$ cat src/exec_cfg.svh
// constants for the instruction execute block: flag positions, update masks, cycle counts
`ifndef EXEC_CFG_SVH
`define EXEC_CFG_SVH

`define FLAG_C 3'h0
`define FLAG_Z 3'h1
`define FLAG_N 3'h2
`define FLAG_V 3'h3
`define FLAG_S 3'h4
`define FLAG_H 3'h5
`define FLAG_T 3'h6
`define FLAG_I 3'h7

`define UPD_NONE 8'h00
`define UPD_ARITH 8'h2F
`define UPD_WORD 8'h1F
`define UPD_LOGIC 8'h0E
`define UPD_SHIFT 8'h0F

`define CYC_ONE 2'h1
`define CYC_WORD 2'h2
`define CYC_IO_BIT 2'h2
`define CYC_SKIP_ONE_WORD 2'h2
`define CYC_SKIP_TWO_WORD 2'h3
`define CYC_BRANCH_TAKEN 2'h2

`define PC_STEP 16'h0001
`define PC_SKIP_ONE_WORD 16'h0002
`define PC_SKIP_TWO_WORD 16'h0003

`define STATUS_RESET 8'h00
`define PC_RESET 16'h0000
`define BYTE_ALL_ONES 8'hFF

`endif

$ cat src/exec_pkg.sv
// types shared by the instruction execute block
package exec_pkg;

    typedef enum logic [5:0] {
        op_add, op_add_carry, op_word_immediate_sum,
        op_sub, op_minus_immediate, op_minus_with_borrow, op_minus_immediate_borrow,
        op_word_immediate_minus,
        op_and, op_mask_immediate, op_or, op_merge_immediate, op_xor_registers,
        op_bits_raise, op_bits_lower,
        op_compare_registers, op_compare_with_borrow, op_compare_immediate,
        op_equal_skip, op_reg_bit_clear_skip, op_reg_bit_set_skip,
        op_io_bit_clear_skip, op_io_bit_set_skip,
        op_flag_set_branch, op_flag_clear_branch,
        op_signed_not_less_branch, op_signed_less_branch,
        op_unsigned_higher_branch, op_unsigned_lower_branch,
        op_halfcarry_set_branch, op_halfcarry_clear_branch,
        op_tflag_set_branch, op_tflag_clear_branch,
        op_intr_on_branch, op_intr_off_branch,
        op_io_bit_raise, op_io_bit_drop,
        op_shift_left_zero_fill, op_shift_right_zero_fill,
        op_rotate_left_carry, op_rotate_right_carry
    } exec_op_t;

    typedef enum logic [3:0] {
        alu_add, alu_sub, alu_and, alu_or, alu_xor, alu_clear_bits,
        alu_shl, alu_shr, alu_rol, alu_ror
    } alu_op_t;

    // bit order matches the status register, bit 7 down to bit 0
    typedef struct packed {
        logic i;
        logic t;
        logic h;
        logic s;
        logic v;
        logic n;
        logic z;
        logic c;
    } flags_t;

    typedef struct packed {
        exec_op_t op;
        logic [7:0] rd;
        logic [7:0] rr;
        logic [7:0] imm;
        logic [15:0] pair;
        logic [2:0] bit_sel;
        logic [6:0] offset;
        logic [7:0] io_val;
        logic next_two_word;
    } exec_req_t;

    typedef struct packed {
        logic rd_we;
        logic [7:0] rd_data;
        logic pair_we;
        logic [15:0] pair_data;
        logic io_we;
        logic [7:0] io_data;
    } exec_result_t;

endpackage

$ cat src/byte_alu.sv
// 8-bit arithmetic, logic and shift unit with its flag outputs
`timescale 1ns/1ps
`include "exec_cfg.svh"
module byte_alu (
    input wire exec_pkg::alu_op_t op_i,
    input wire logic [7:0] a_i,
    input wire logic [7:0] b_i,
    input wire logic cin_i,
    output logic [7:0] res_o,
    output exec_pkg::flags_t flags_o
);
    import exec_pkg::*;

    logic [8:0] wide;

    always_comb begin
        wide = 9'h000;
        flags_o = '0;
        unique case (op_i)
            alu_add: wide = {1'b0, a_i} + {1'b0, b_i} + {8'h00, cin_i};
            alu_sub: wide = {1'b0, a_i} - {1'b0, b_i} - {8'h00, cin_i};
            alu_and: wide = {1'b0, a_i & b_i};
            alu_or: wide = {1'b0, a_i | b_i};
            alu_xor: wide = {1'b0, a_i ^ b_i};
            alu_clear_bits: wide = {1'b0, a_i & (`BYTE_ALL_ONES - b_i)};
            alu_shl: wide = {a_i, 1'b0};
            alu_shr: wide = {a_i[0], 1'b0, a_i[7:1]};
            alu_rol: wide = {a_i, cin_i};
            alu_ror: wide = {a_i[0], cin_i, a_i[7:1]};
        endcase
        res_o = wide[7:0];
        flags_o.z = (wide[7:0] == 8'h00);
        flags_o.n = wide[7];
        flags_o.c = wide[8];
        unique case (op_i)
            alu_add: begin
                flags_o.h = (a_i[3] & b_i[3]) | (b_i[3] & ~wide[3]) | (~wide[3] & a_i[3]);
                flags_o.v = (a_i[7] & b_i[7] & ~wide[7]) | (~a_i[7] & ~b_i[7] & wide[7]);
            end
            alu_sub: begin
                flags_o.h = (~a_i[3] & b_i[3]) | (b_i[3] & wide[3]) | (wide[3] & ~a_i[3]);
                flags_o.v = (a_i[7] & ~b_i[7] & ~wide[7]) | (~a_i[7] & b_i[7] & wide[7]);
            end
            // shifts report overflow as sign after the shift against the new carry
            alu_shl, alu_shr, alu_rol, alu_ror: flags_o.v = wide[7] ^ wide[8];
            default: flags_o.v = 1'b0;
        endcase
        flags_o.s = flags_o.n ^ flags_o.v;
    end
endmodule // byte_alu

$ cat src/word_alu.sv
// 16-bit add or subtract of a 6-bit immediate on a register pair
`timescale 1ns/1ps
module word_alu (
    input wire logic sub_i,
    input wire logic [15:0] a_i,
    input wire logic [5:0] k_i,
    output logic [15:0] res_o,
    output exec_pkg::flags_t flags_o
);
    import exec_pkg::*;

    always_comb begin
        flags_o = '0;
        res_o = sub_i ? a_i - {10'h000, k_i} : a_i + {10'h000, k_i};
        flags_o.n = res_o[15];
        flags_o.z = (res_o == 16'h0000);
        flags_o.v = sub_i ? (a_i[15] & ~res_o[15]) : (~a_i[15] & res_o[15]);
        flags_o.c = sub_i ? (res_o[15] & ~a_i[15]) : (~res_o[15] & a_i[15]);
        flags_o.s = flags_o.n ^ flags_o.v;
    end
endmodule // word_alu

$ cat src/cpu_instruction_execute.sv
// execute stage of an 8-bit core: result, status flags, program counter and cycle timing
// What this block does
// RULE1: register add, with or without carry, writes sum in one cycle; ZCNVH updated.
// RULE2: immediate add to register pair takes two cycles; ZCNVS updated.
// RULE3: subtract register or immediate, optional borrow, one cycle; ZCNVH updated.
// RULE4: immediate subtract from register pair takes two cycles; ZCNVS updated.
// RULE5: and, or, xor one cycle; only Z, N, V change, carry kept.
// RULE6: raise bits ors mask, lower bits ands 0xFF minus mask; ZNV updated.
// RULE7: compares compute difference without storing; ZNVCH updated in one cycle.
// RULE8: equal-skip skips next instruction when registers match; no flags changed.
// RULE9: register-bit skips test a register bit, skip on clear or set.
// RULE10: io-bit skips test an io register bit, skip on clear or set.
// RULE11: generic branches add offset plus one when chosen flag is set/clear.
// RULE12: signed branches taken on N xor V equal zero or one.
// RULE13: unsigned higher taken on carry clear, lower on carry set.
// RULE14: half-carry and T branches follow the tested flag's value.
// RULE15: interrupt branches taken on global interrupt flag one or zero.
// RULE16: io bit raise or drop takes two cycles, flags untouched.
// RULE17: left rotate pulls carry in, left shift fills zero; ZCNV updated.
// RULE18: right rotate pulls carry into bit 7, right shift fills zero.
// RULE19: skip costs 1, 2 or 3 cycles; taken branch one extra.
`timescale 1ns/1ps
`include "exec_cfg.svh"
module cpu_instruction_execute (
    input wire logic clk_i,
    input wire logic resetn_i,
    input wire logic req_valid_i,
    input wire exec_pkg::exec_req_t req_i,
    input wire logic status_load_i,
    input wire exec_pkg::flags_t status_in_i,
    output logic ready_o,
    output logic done_o,
    output exec_pkg::exec_result_t result_o,
    output exec_pkg::flags_t status_flags_reg_o,
    output logic [15:0] pc_o
);
    import exec_pkg::*;

    typedef enum logic {st_idle, st_wait} exec_state_t;

    exec_state_t state;
    logic [1:0] remain;
    exec_result_t pend_result;
    flags_t pend_flags;
    logic [7:0] pend_mask;
    logic [15:0] pend_pc;
    exec_op_t last_op;

    alu_op_t alu_op;
    logic [7:0] alu_b;
    logic alu_cin;
    logic [7:0] alu_res;
    flags_t alu_flags;
    logic [15:0] word_res;
    flags_t word_flags;

    logic accept;
    logic cond;
    logic skip_hit;
    logic [1:0] next_cycles;
    exec_result_t next_result;
    flags_t next_flags;
    logic [7:0] next_mask;
    logic [15:0] next_pc;
    logic [15:0] branch_pc;
    logic [7:0] io_bit;

    assign accept = req_valid_i && ready_o;
    assign io_bit = 8'h01 << req_i.bit_sel;
    assign branch_pc = pc_o + {{9{req_i.offset[6]}}, req_i.offset} + `PC_STEP;

    byte_alu u_byte_alu (
        .op_i(alu_op),
        .a_i(req_i.rd),
        .b_i(alu_b),
        .cin_i(alu_cin),
        .res_o(alu_res),
        .flags_o(alu_flags)
    );

    word_alu u_word_alu (
        .sub_i(req_i.op == op_word_immediate_minus),
        .a_i(req_i.pair),
        .k_i(req_i.imm[5:0]),
        .res_o(word_res),
        .flags_o(word_flags)
    );

    // operand and function selection for the byte unit
    always_comb begin
        alu_op = alu_add;
        alu_b = req_i.rr;
        alu_cin = 1'b0;
        unique case (req_i.op)
            op_add_carry: alu_cin = status_flags_reg_o.c; // [RULE1]
            op_sub, op_compare_registers: alu_op = alu_sub;
            op_minus_immediate, op_compare_immediate: begin
                alu_op = alu_sub;
                alu_b = req_i.imm;
            end
            op_minus_with_borrow, op_compare_with_borrow: begin
                alu_op = alu_sub;
                alu_cin = status_flags_reg_o.c;
            end
            op_minus_immediate_borrow: begin
                alu_op = alu_sub;
                alu_b = req_i.imm;
                alu_cin = status_flags_reg_o.c; // [RULE3]
            end
            op_and: alu_op = alu_and;
            op_mask_immediate: begin
                alu_op = alu_and;
                alu_b = req_i.imm;
            end
            op_or: alu_op = alu_or;
            op_merge_immediate, op_bits_raise: begin
                alu_op = alu_or; // [RULE6]
                alu_b = req_i.imm;
            end
            op_xor_registers: alu_op = alu_xor;
            op_bits_lower: begin
                alu_op = alu_clear_bits; // [RULE6]
                alu_b = req_i.imm;
            end
            op_shift_left_zero_fill: alu_op = alu_shl; // [RULE17]
            op_shift_right_zero_fill: alu_op = alu_shr; // [RULE18]
            op_rotate_left_carry: begin
                alu_op = alu_rol; // [RULE17]
                alu_cin = status_flags_reg_o.c;
            end
            op_rotate_right_carry: begin
                alu_op = alu_ror; // [RULE18]
                alu_cin = status_flags_reg_o.c;
            end
            default: alu_op = alu_add;
        endcase
    end

    // branch and skip conditions
    always_comb begin
        cond = 1'b0;
        unique case (req_i.op)
            op_equal_skip: cond = (req_i.rd == req_i.rr); // [RULE8]
            op_reg_bit_clear_skip: cond = ~req_i.rr[req_i.bit_sel]; // [RULE9]
            op_reg_bit_set_skip: cond = req_i.rr[req_i.bit_sel]; // [RULE9]
            op_io_bit_clear_skip: cond = ~req_i.io_val[req_i.bit_sel]; // [RULE10]
            op_io_bit_set_skip: cond = req_i.io_val[req_i.bit_sel]; // [RULE10]
            op_flag_set_branch: cond = status_flags_reg_o[req_i.bit_sel]; // [RULE11]
            op_flag_clear_branch: cond = ~status_flags_reg_o[req_i.bit_sel]; // [RULE11]
            op_signed_not_less_branch: begin
                cond = ~(status_flags_reg_o.n ^ status_flags_reg_o.v); // [RULE12]
            end
            op_signed_less_branch: begin
                cond = status_flags_reg_o.n ^ status_flags_reg_o.v; // [RULE12]
            end
            op_unsigned_higher_branch: cond = ~status_flags_reg_o.c; // [RULE13]
            op_unsigned_lower_branch: cond = status_flags_reg_o.c; // [RULE13]
            op_halfcarry_set_branch: cond = status_flags_reg_o.h; // [RULE14]
            op_halfcarry_clear_branch: cond = ~status_flags_reg_o.h; // [RULE14]
            op_tflag_set_branch: cond = status_flags_reg_o.t; // [RULE14]
            op_tflag_clear_branch: cond = ~status_flags_reg_o.t; // [RULE14]
            op_intr_on_branch: cond = status_flags_reg_o.i; // [RULE15]
            op_intr_off_branch: cond = ~status_flags_reg_o.i; // [RULE15]
            default: cond = 1'b0;
        endcase
    end

    assign skip_hit = cond && (req_i.op inside {op_equal_skip, op_reg_bit_clear_skip,
        op_reg_bit_set_skip, op_io_bit_clear_skip, op_io_bit_set_skip});

    // result, flag mask, cycle count and next program counter per instruction
    always_comb begin
        next_result = '0;
        next_flags = alu_flags;
        next_mask = `UPD_NONE;
        next_cycles = `CYC_ONE;
        next_pc = pc_o + `PC_STEP;
        next_result.rd_data = alu_res;
        next_result.pair_data = word_res;
        next_result.io_data = req_i.io_val;
        unique case (req_i.op)
            op_add, op_add_carry, op_sub, op_minus_immediate, op_minus_with_borrow,
            op_minus_immediate_borrow: begin
                next_result.rd_we = 1'b1; // [RULE1] [RULE3]
                next_mask = `UPD_ARITH;
            end
            op_word_immediate_sum, op_word_immediate_minus: begin
                next_result.pair_we = 1'b1;
                next_flags = word_flags;
                next_mask = `UPD_WORD;
                next_cycles = `CYC_WORD; // [RULE2] [RULE4]
            end
            op_and, op_mask_immediate, op_or, op_merge_immediate, op_xor_registers,
            op_bits_raise, op_bits_lower: begin
                next_result.rd_we = 1'b1;
                next_mask = `UPD_LOGIC; // [RULE5] [RULE6]
            end
            // compares keep the destination untouched
            op_compare_registers, op_compare_with_borrow, op_compare_immediate: begin
                next_mask = `UPD_ARITH; // [RULE7]
            end
            op_shift_left_zero_fill, op_shift_right_zero_fill, op_rotate_left_carry,
            op_rotate_right_carry: begin
                next_result.rd_we = 1'b1;
                next_mask = `UPD_SHIFT; // [RULE17] [RULE18]
            end
            op_io_bit_raise: begin
                next_result.io_we = 1'b1;
                next_result.io_data = req_i.io_val | io_bit;
                next_cycles = `CYC_IO_BIT; // [RULE16]
            end
            op_io_bit_drop: begin
                next_result.io_we = 1'b1;
                next_result.io_data = req_i.io_val & ~io_bit;
                next_cycles = `CYC_IO_BIT; // [RULE16]
            end
            op_equal_skip, op_reg_bit_clear_skip, op_reg_bit_set_skip,
            op_io_bit_clear_skip, op_io_bit_set_skip: begin
                if (skip_hit && req_i.next_two_word) begin
                    next_cycles = `CYC_SKIP_TWO_WORD; // [RULE19]
                    next_pc = pc_o + `PC_SKIP_TWO_WORD;
                end else if (skip_hit) begin
                    next_cycles = `CYC_SKIP_ONE_WORD; // [RULE19]
                    next_pc = pc_o + `PC_SKIP_ONE_WORD;
                end
            end
            default: begin
                // every remaining code is a conditional branch
                if (cond) begin
                    next_cycles = `CYC_BRANCH_TAKEN; // [RULE19]
                    next_pc = branch_pc; // [RULE11]
                end
            end
        endcase
    end

    // sequencing: one-cycle work completes on the accepting edge
    always_ff @(posedge clk_i or negedge resetn_i) begin
        if (!resetn_i) begin
            state <= st_idle;
            remain <= 2'h0;
            ready_o <= 1'b1;
            done_o <= 1'b0;
        end else begin
            done_o <= 1'b0;
            unique case (state)
                st_idle: begin
                    if (accept && next_cycles == `CYC_ONE) begin
                        done_o <= 1'b1;
                    end else if (accept) begin
                        state <= st_wait;
                        remain <= next_cycles - 2'h1;
                        ready_o <= 1'b0;
                    end
                end
                st_wait: begin
                    remain <= remain - 2'h1;
                    if (remain == 2'h1) begin
                        state <= st_idle;
                        ready_o <= 1'b1;
                        done_o <= 1'b1;
                    end
                end
            endcase
        end
    end

    // captured work for multi-cycle instructions
    always_ff @(posedge clk_i or negedge resetn_i) begin
        if (!resetn_i) begin
            pend_result <= '0;
            pend_flags <= '0;
            pend_mask <= `UPD_NONE;
            pend_pc <= `PC_RESET;
            last_op <= op_add;
        end else if (accept) begin
            pend_result <= next_result;
            pend_flags <= next_flags;
            pend_mask <= next_mask;
            pend_pc <= next_pc;
            last_op <= req_i.op;
        end
    end

    // write strobes stand only in the completion cycle
    always_ff @(posedge clk_i or negedge resetn_i) begin
        if (!resetn_i) begin
            result_o <= '0;
        end else if (state == st_idle && accept && next_cycles == `CYC_ONE) begin
            result_o <= next_result;
        end else if (state == st_wait && remain == 2'h1) begin
            result_o <= pend_result;
        end else begin
            result_o.rd_we <= 1'b0;
            result_o.pair_we <= 1'b0;
            result_o.io_we <= 1'b0;
        end
    end

    // an outside load is taken only when the core is idle and not executing
    always_ff @(posedge clk_i or negedge resetn_i) begin
        if (!resetn_i) begin
            status_flags_reg_o <= `STATUS_RESET;
        end else if (state == st_idle && accept && next_cycles == `CYC_ONE) begin
            status_flags_reg_o <= (status_flags_reg_o & ~next_mask) | (next_flags & next_mask);
        end else if (state == st_wait && remain == 2'h1) begin
            status_flags_reg_o <= (status_flags_reg_o & ~pend_mask) | (pend_flags & pend_mask);
        end else if (status_load_i && state == st_idle && !accept) begin
            status_flags_reg_o <= status_in_i;
        end
    end

    always_ff @(posedge clk_i or negedge resetn_i) begin
        if (!resetn_i) begin
            pc_o <= `PC_RESET;
        end else if (state == st_idle && accept && next_cycles == `CYC_ONE) begin
            pc_o <= next_pc;
        end else if (state == st_wait && remain == 2'h1) begin
            pc_o <= pend_pc;
        end
    end

    property p_word_two;
        @(posedge clk_i) disable iff (!resetn_i)
        accept && req_i.op inside {op_word_immediate_sum, op_word_immediate_minus}
        |=> !done_o ##1 (done_o && result_o.pair_we);
    endproperty
    a_word_two: assert property (p_word_two) else $error("word op late"); // [RULE2] [RULE4]

    property p_add_one;
        @(posedge clk_i) disable iff (!resetn_i)
        accept && req_i.op == op_add
        |=> done_o && result_o.rd_we && result_o.rd_data == 8'($past(req_i.rd) + $past(req_i.rr));
    endproperty
    a_add_one: assert property (p_add_one) else $error("add result wrong"); // [RULE1]

    property p_logic_carry;
        @(posedge clk_i) disable iff (!resetn_i)
        done_o && last_op inside {op_and, op_or, op_xor_registers, op_mask_immediate}
        |-> status_flags_reg_o.c == $past(status_flags_reg_o.c) && !status_flags_reg_o.v;
    endproperty
    a_logic_carry: assert property (p_logic_carry) else $error("logic op moved carry"); // [RULE5]

    property p_lower_bits;
        @(posedge clk_i) disable iff (!resetn_i)
        accept && req_i.op == op_bits_lower
        |=> result_o.rd_data == ($past(req_i.rd) & ~$past(req_i.imm));
    endproperty
    a_lower_bits: assert property (p_lower_bits) else $error("bit lower wrong"); // [RULE6]

    property p_cmp_nowrite;
        @(posedge clk_i) disable iff (!resetn_i)
        accept && req_i.op inside {op_compare_registers, op_compare_immediate}
        |=> done_o && !result_o.rd_we && status_flags_reg_o.z == ($past(req_i.rd) ==
        ($past(req_i.op) == op_compare_immediate ? $past(req_i.imm) : $past(req_i.rr)));
    endproperty
    a_cmp_nowrite: assert property (p_cmp_nowrite) else $error("compare misbehaved"); // [RULE7]

    property p_skip_equal;
        @(posedge clk_i) disable iff (!resetn_i)
        accept && req_i.op == op_equal_skip && req_i.rd == req_i.rr && !req_i.next_two_word
        |=> !done_o ##1 (done_o && pc_o == 16'($past(pc_o, 2) + `PC_SKIP_ONE_WORD));
    endproperty
    a_skip_equal: assert property (p_skip_equal) else $error("equal skip bad"); // [RULE8] [RULE19]

    property p_skip_two_word;
        @(posedge clk_i) disable iff (!resetn_i)
        accept && skip_hit && req_i.next_two_word |=> !done_o [*2] ##1 done_o;
    endproperty
    a_skip_two_word: assert property (p_skip_two_word) else $error("long skip late"); // [RULE19]

    property p_signed_branch;
        @(posedge clk_i) disable iff (!resetn_i)
        accept && req_i.op == op_signed_not_less_branch
        && (status_flags_reg_o.n ^ status_flags_reg_o.v) |=> done_o && pc_o == $past(pc_o) + 16'h1;
    endproperty
    a_signed_branch: assert property (p_signed_branch) else $error("wrong branch"); // [RULE12]

    property p_io_raise;
        @(posedge clk_i) disable iff (!resetn_i)
        accept && req_i.op == op_io_bit_raise
        |=> !done_o ##1 (done_o && result_o.io_we
        && status_flags_reg_o == $past(status_flags_reg_o, 2));
    endproperty
    a_io_raise: assert property (p_io_raise) else $error("io raise wrong"); // [RULE16]

    property p_rotate_right;
        @(posedge clk_i) disable iff (!resetn_i)
        accept && req_i.op == op_rotate_right_carry
        |=> result_o.rd_data[7] == $past(status_flags_reg_o.c)
        && status_flags_reg_o.c == $past(req_i.rd[0]);
    endproperty
    a_rotate_right: assert property (p_rotate_right) else $error("rotate right wrong"); // [RULE18]

endmodule // cpu_instruction_execute

$ cat config.mk
export PLATFORM = sky130hd
export DESIGN_NAME = cpu_instruction_execute
export DESIGN_NICKNAME = d
export VERILOG_FILES = /design/src/exec_pkg.sv /design/src/byte_alu.sv /design/src/word_alu.sv /design/src/cpu_instruction_execute.sv
export VERILOG_INCLUDE_DIRS = /design/src
export SDC_FILE = /design/constraint.sdc
export NUM_CORES = 1
export LEC_CHECK = 0
export BUFFER_PORTS_ARGS = -buffer_cell sky130_fd_sc_hd__buf_2
export CAP_MARGIN = 15
export CELL_PAD_IN_SITES_DETAIL_PLACEMENT = 2
export CELL_PAD_IN_SITES_GLOBAL_PLACEMENT = 2
export CORE_AREA = 4 4 194 196
export DETAILED_ROUTE_END_ITERATION = 10
export DIE_AREA = 0 0 198 200
export PLACE_DENSITY_LB_ADDON = 0.1
export RECOVER_POWER = 50
export SLEW_MARGIN = 30
export SYNTH_ARGS = -nofsm -noshare
export SYNTH_HDL_FRONTEND = slang
export SYNTH_SLANG_ARGS = --single-unit
$ cat constraint.sdc
create_clock -name clk_i -period 7.25 [get_ports clk_i]
set_input_delay 1.0875 -clock clk_i [delete_from_list [all_inputs] [get_ports clk_i]]
set_output_delay 1.0875 -clock clk_i [all_outputs]
set_load 0.05 [all_outputs]
==> results.json <==
{
  "gr-usage-met2_pct": 39.4,
  "final_nets": 1574,
  "via_per_inst": 5.61,
  "fin_setup_tns_ns": 0,
  "die_h_um": 200,
  "post_cts_buffers": 0,
  "yosysUniqueCellTypes": 89,
  "core_area_um2": 36100,
  "wl_per_cell_um": 23.7,
  "p_sw_w": 0.00236,
  "hold_path.class": "reg -> reg",
  "worst_pin_slew_ns": 4.19,
  "syn-num-nets": 1471,
  "cts.htree.levels": 4,
  "initial_core_util_pct": 29.4,
  "clock_latency_ns": 0.44,
  "post-place-ws_ns": 0.938,
  "fin_ws_ns": 1.42,
  "drt_iter0_drc": 526,
  "period_minus_slack_ns": 5.83,
  "grtUsageMet1_pct": 29.3,
  "ys_seq_area_share_pct": 29.5,
  "multi_input_area_um2": 6920,
  "grtUsageTotal_pct": 22.7,
  "clk_path_buf_depth": 2,
  "synth-seq-cells": 125,
  "num_rows": 70,
  "startpoint_type": "input pin",
  "grt_use_met3_pct": 3.27,
  "post_cts_resized": 0,
  "setup_viol": 0,
  "final_cell_mix": "198 x nand2_1, 124 x dfrtp_1, 123 x o21ai_0, 108 x buf_2, 83 x nor2_1",
  "dp_hpwl_mm": 33.8,
  "maxCapViolations": 3,
  "postSynthCellCount": 1319,
  "rsz0062_at_grt": "false",
  "p_sw_share_pct": 51.1,
  "syn_avg_cell_area_um2": 8.05,
  "cp_max_fo": 15,
  "power.leakage_nw": 5.49,
  "relSlewSlack_pct": -179,
  "n_fill_cell": 4248,
  "fin_skew_ns": 0.00957,
  "synth_edf_count": 0,
  "grt.busiest_layer": "met2",
  "numCtsBuffers": 17,
  "ys_async_sr_fraction_pct": 100,
  "drive_gt1_share_pct": 14.4,
  "p_per_area_nw_per_um2": 376,
  "portBuffers": 137,
  "seq_area_um2": 3130,
  "crit_required_ns": 7.57,
  "grt_pass1_wl_mm": 69.7,
  "max_freq_ghz": 0.172,
  "crit_arrival_ns": 6.15,
  "io_pins": 138,
  "via_count": 10700,
  "power_frac_clock_pct": 18.8,
  "status": "finished, violations left",
  "power_frac_seq_pct": 29.1,
  "antenna_found_initial": 1,
  "first_global_vias": 11700,
  "grt_max_degree": 80,
  "p_comb_share_pct": 52.2,
  "overflow": 0,
  "maxSlewViolCount": 208,
  "finalCritPeriodShare_pct": 80.4,
  "mostFrequentLayoutCell": "nand2_1",
  "firstDrtPassIters": 6,
  "clk_pin_slew_ns": 0.07,
  "cts.sinks": 125,
  "worstSetupPathType": "in -> reg",
  "violations": "capacitance limit, slew limit",
  "wl_mm": 45.2,
  "syn_area_um2": 10600,
  "ant_nets": 0,
  "ir_drop_uv": 239,
  "synth_ff_type": "dfrtp_1",
  "die_x_um": 198,
  "ctsHoldBuffers": 0,
  "cts_root_buffer": "clkbuf_16",
  "syn_to_final_growth_pct": 15.9,
  "yosys_warnings": 0,
  "end_kind": "flop",
  "dieArea_um2": 39600,
  "internal-power_w": 0.00226,
  "cts_tree": "yes",
  "finalHoldViolations": 0,
  "place.gp.congestion": 0.869,
  "drc": 0
}
==> worst max-delay path, cell delays in order <==
cell and delay (ns):
buf_2 0.19, nand2b_1 0.27, o21ai_0 0.59, o211a_1 0.39, mux2_2 0.40, fa_1 0.43
fa_1 0.43, a21bo_2 0.25, a211oi_1 0.38, xor2_1 0.12, a221oi_1 0.26, nand2_1 0.09
o32ai_1 0.39, o21ai_0 0.17, nor4_1 0.39, a31oi_1 0.13, o21ai_0 0.18
==> cells in the mapped netlist, types with 10 or more instances <==
| library cell | number | area (um^2) |
|---|---|---|
| inv_1 | 66 | 248 |
| mux2i_1 | 22 | 220 |
| xor2_1 | 31 | 272 |
| nand2b_1 | 14 | 87.6 |
| nor2b_1 | 13 | 81.3 |
| xnor2_1 | 37 | 324 |
| a22oi_1 | 34 | 255 |
| nand3_1 | 39 | 195 |
| nor3_1 | 32 | 160 |
| ha_1 | 69 | 863 |
| a31oi_1 | 15 | 93.8 |
| mux2_2 | 13 | 146 |
| nand4_1 | 11 | 68.8 |
| a21o_1 | 14 | 105 |
| buf_2 | 10 | 50.1 |
| a21oi_1 | 76 | 380 |
| a221oi_1 | 15 | 131 |
| nand2_1 | 198 | 743 |
| o21ai_0 | 123 | 616 |
| and3_1 | 21 | 131 |
| nor2_1 | 84 | 315 |
| clkbuf_1 | 56 | 210 |
| o221ai_1 | 14 | 123 |
| dfrtp_1 | 124 | 3100 |
==> power by group through the flow <==
stage | sequential, W | clock, W | combinational [W]
5_1_grt | 0.00139 | 0.000923 | 0.00266
3_5_place_dp | 0.00135 | 0 | 0.00244
3_3_place_gp | 0.00134 | 0 | 0.00239
2_1_floorplan | 0.00173 | 0 | 0.00127
6_report | 0.00134 | 0.000867 | 0.00241
4_1_cts | 0.00134 | 0.000893 | 0.00246
==> layer usage <==
metal,up-vias,part of all wire [%],wire [um]
li1,4989,-,-
met1,5467,45,20300
met2,171,49,22300
met3,63,2.8,1250
met4,0,2.9,1320
met5,-,0,0
==> per-stage QoR <==
step / hold WS [ns] / cells / util, % / area (um^2) / total power (W)
2_1_floorplan: 0.446 / 1319 / - / 10600 / 0.00300
3_3_place_gp: 0.459 / 1871 / 32.6 / 11800 / 0.00374
3_5_place_dp: 0.467 / 1871 / 32.6 / 11800 / 0.00379
4_1_cts: 0.482 / 1903 / 34.2 / 12400 / 0.00470
5_1_grt: 0.508 / 1904 / 34.1 / 12300 / 0.00497
6_report: 0.479 / 1904 / 34.1 / 12300 / 0.00462
==> flip-flops by register name (all words and copies together) (netlist names), named ones only <==
| signal | count |
|---|---|
| pend_mask | 4 |
| state | 1 |
| pend_flags | 6 |
| pc_o | 16 |
| ready_o | 1 |
| pend_result | 35 |
| result_o | 35 |
| pend_pc | 16 |
| status_flags_reg_o | 2 |
| remain | 2 |
| done_o | 1 |
==> cell families after synthesis <==
group	after synthesis	share of synthesized area [%]
xor+xnor	68	5.61
compound gates	411	26.0
simple gates	456	19.9
buf+inv	145	5.49
flops	125	29.5
mux	39	4.23
fa+ha+maj	75	9.26
==> worst paths after layout <==
kind                            startpoint       endpoint  slack, ns  depth (start not counted)
worst max-delay path             req_i[61]  pend_flags[1]       1.42                         17
worst min-delay path            pend_pc[0]     pend_pc[0]       0.48                          2
worst max register to register        flop           flop       2.62                         15
worst min register to register  pend_pc[0]     pend_pc[0]       0.48                          2
max in group asynchronous         resetn_i   result_o[28]       1.97                          2
min in group asynchronous         resetn_i    pend_pc[10]       2.12                          1
==> area by class of cell <==
type,instances,area share [%]
antenna,1,0.0203
inverter,66,2.01
sequential,125,25.4
clock inverter,13,1.06
clock buffer,19,3.60
multi-input combinational,1049,56.3
tap,468,4.76
timing repair buffer,163,6.82
No activity file was read; power rests on OpenSTA's default activity.
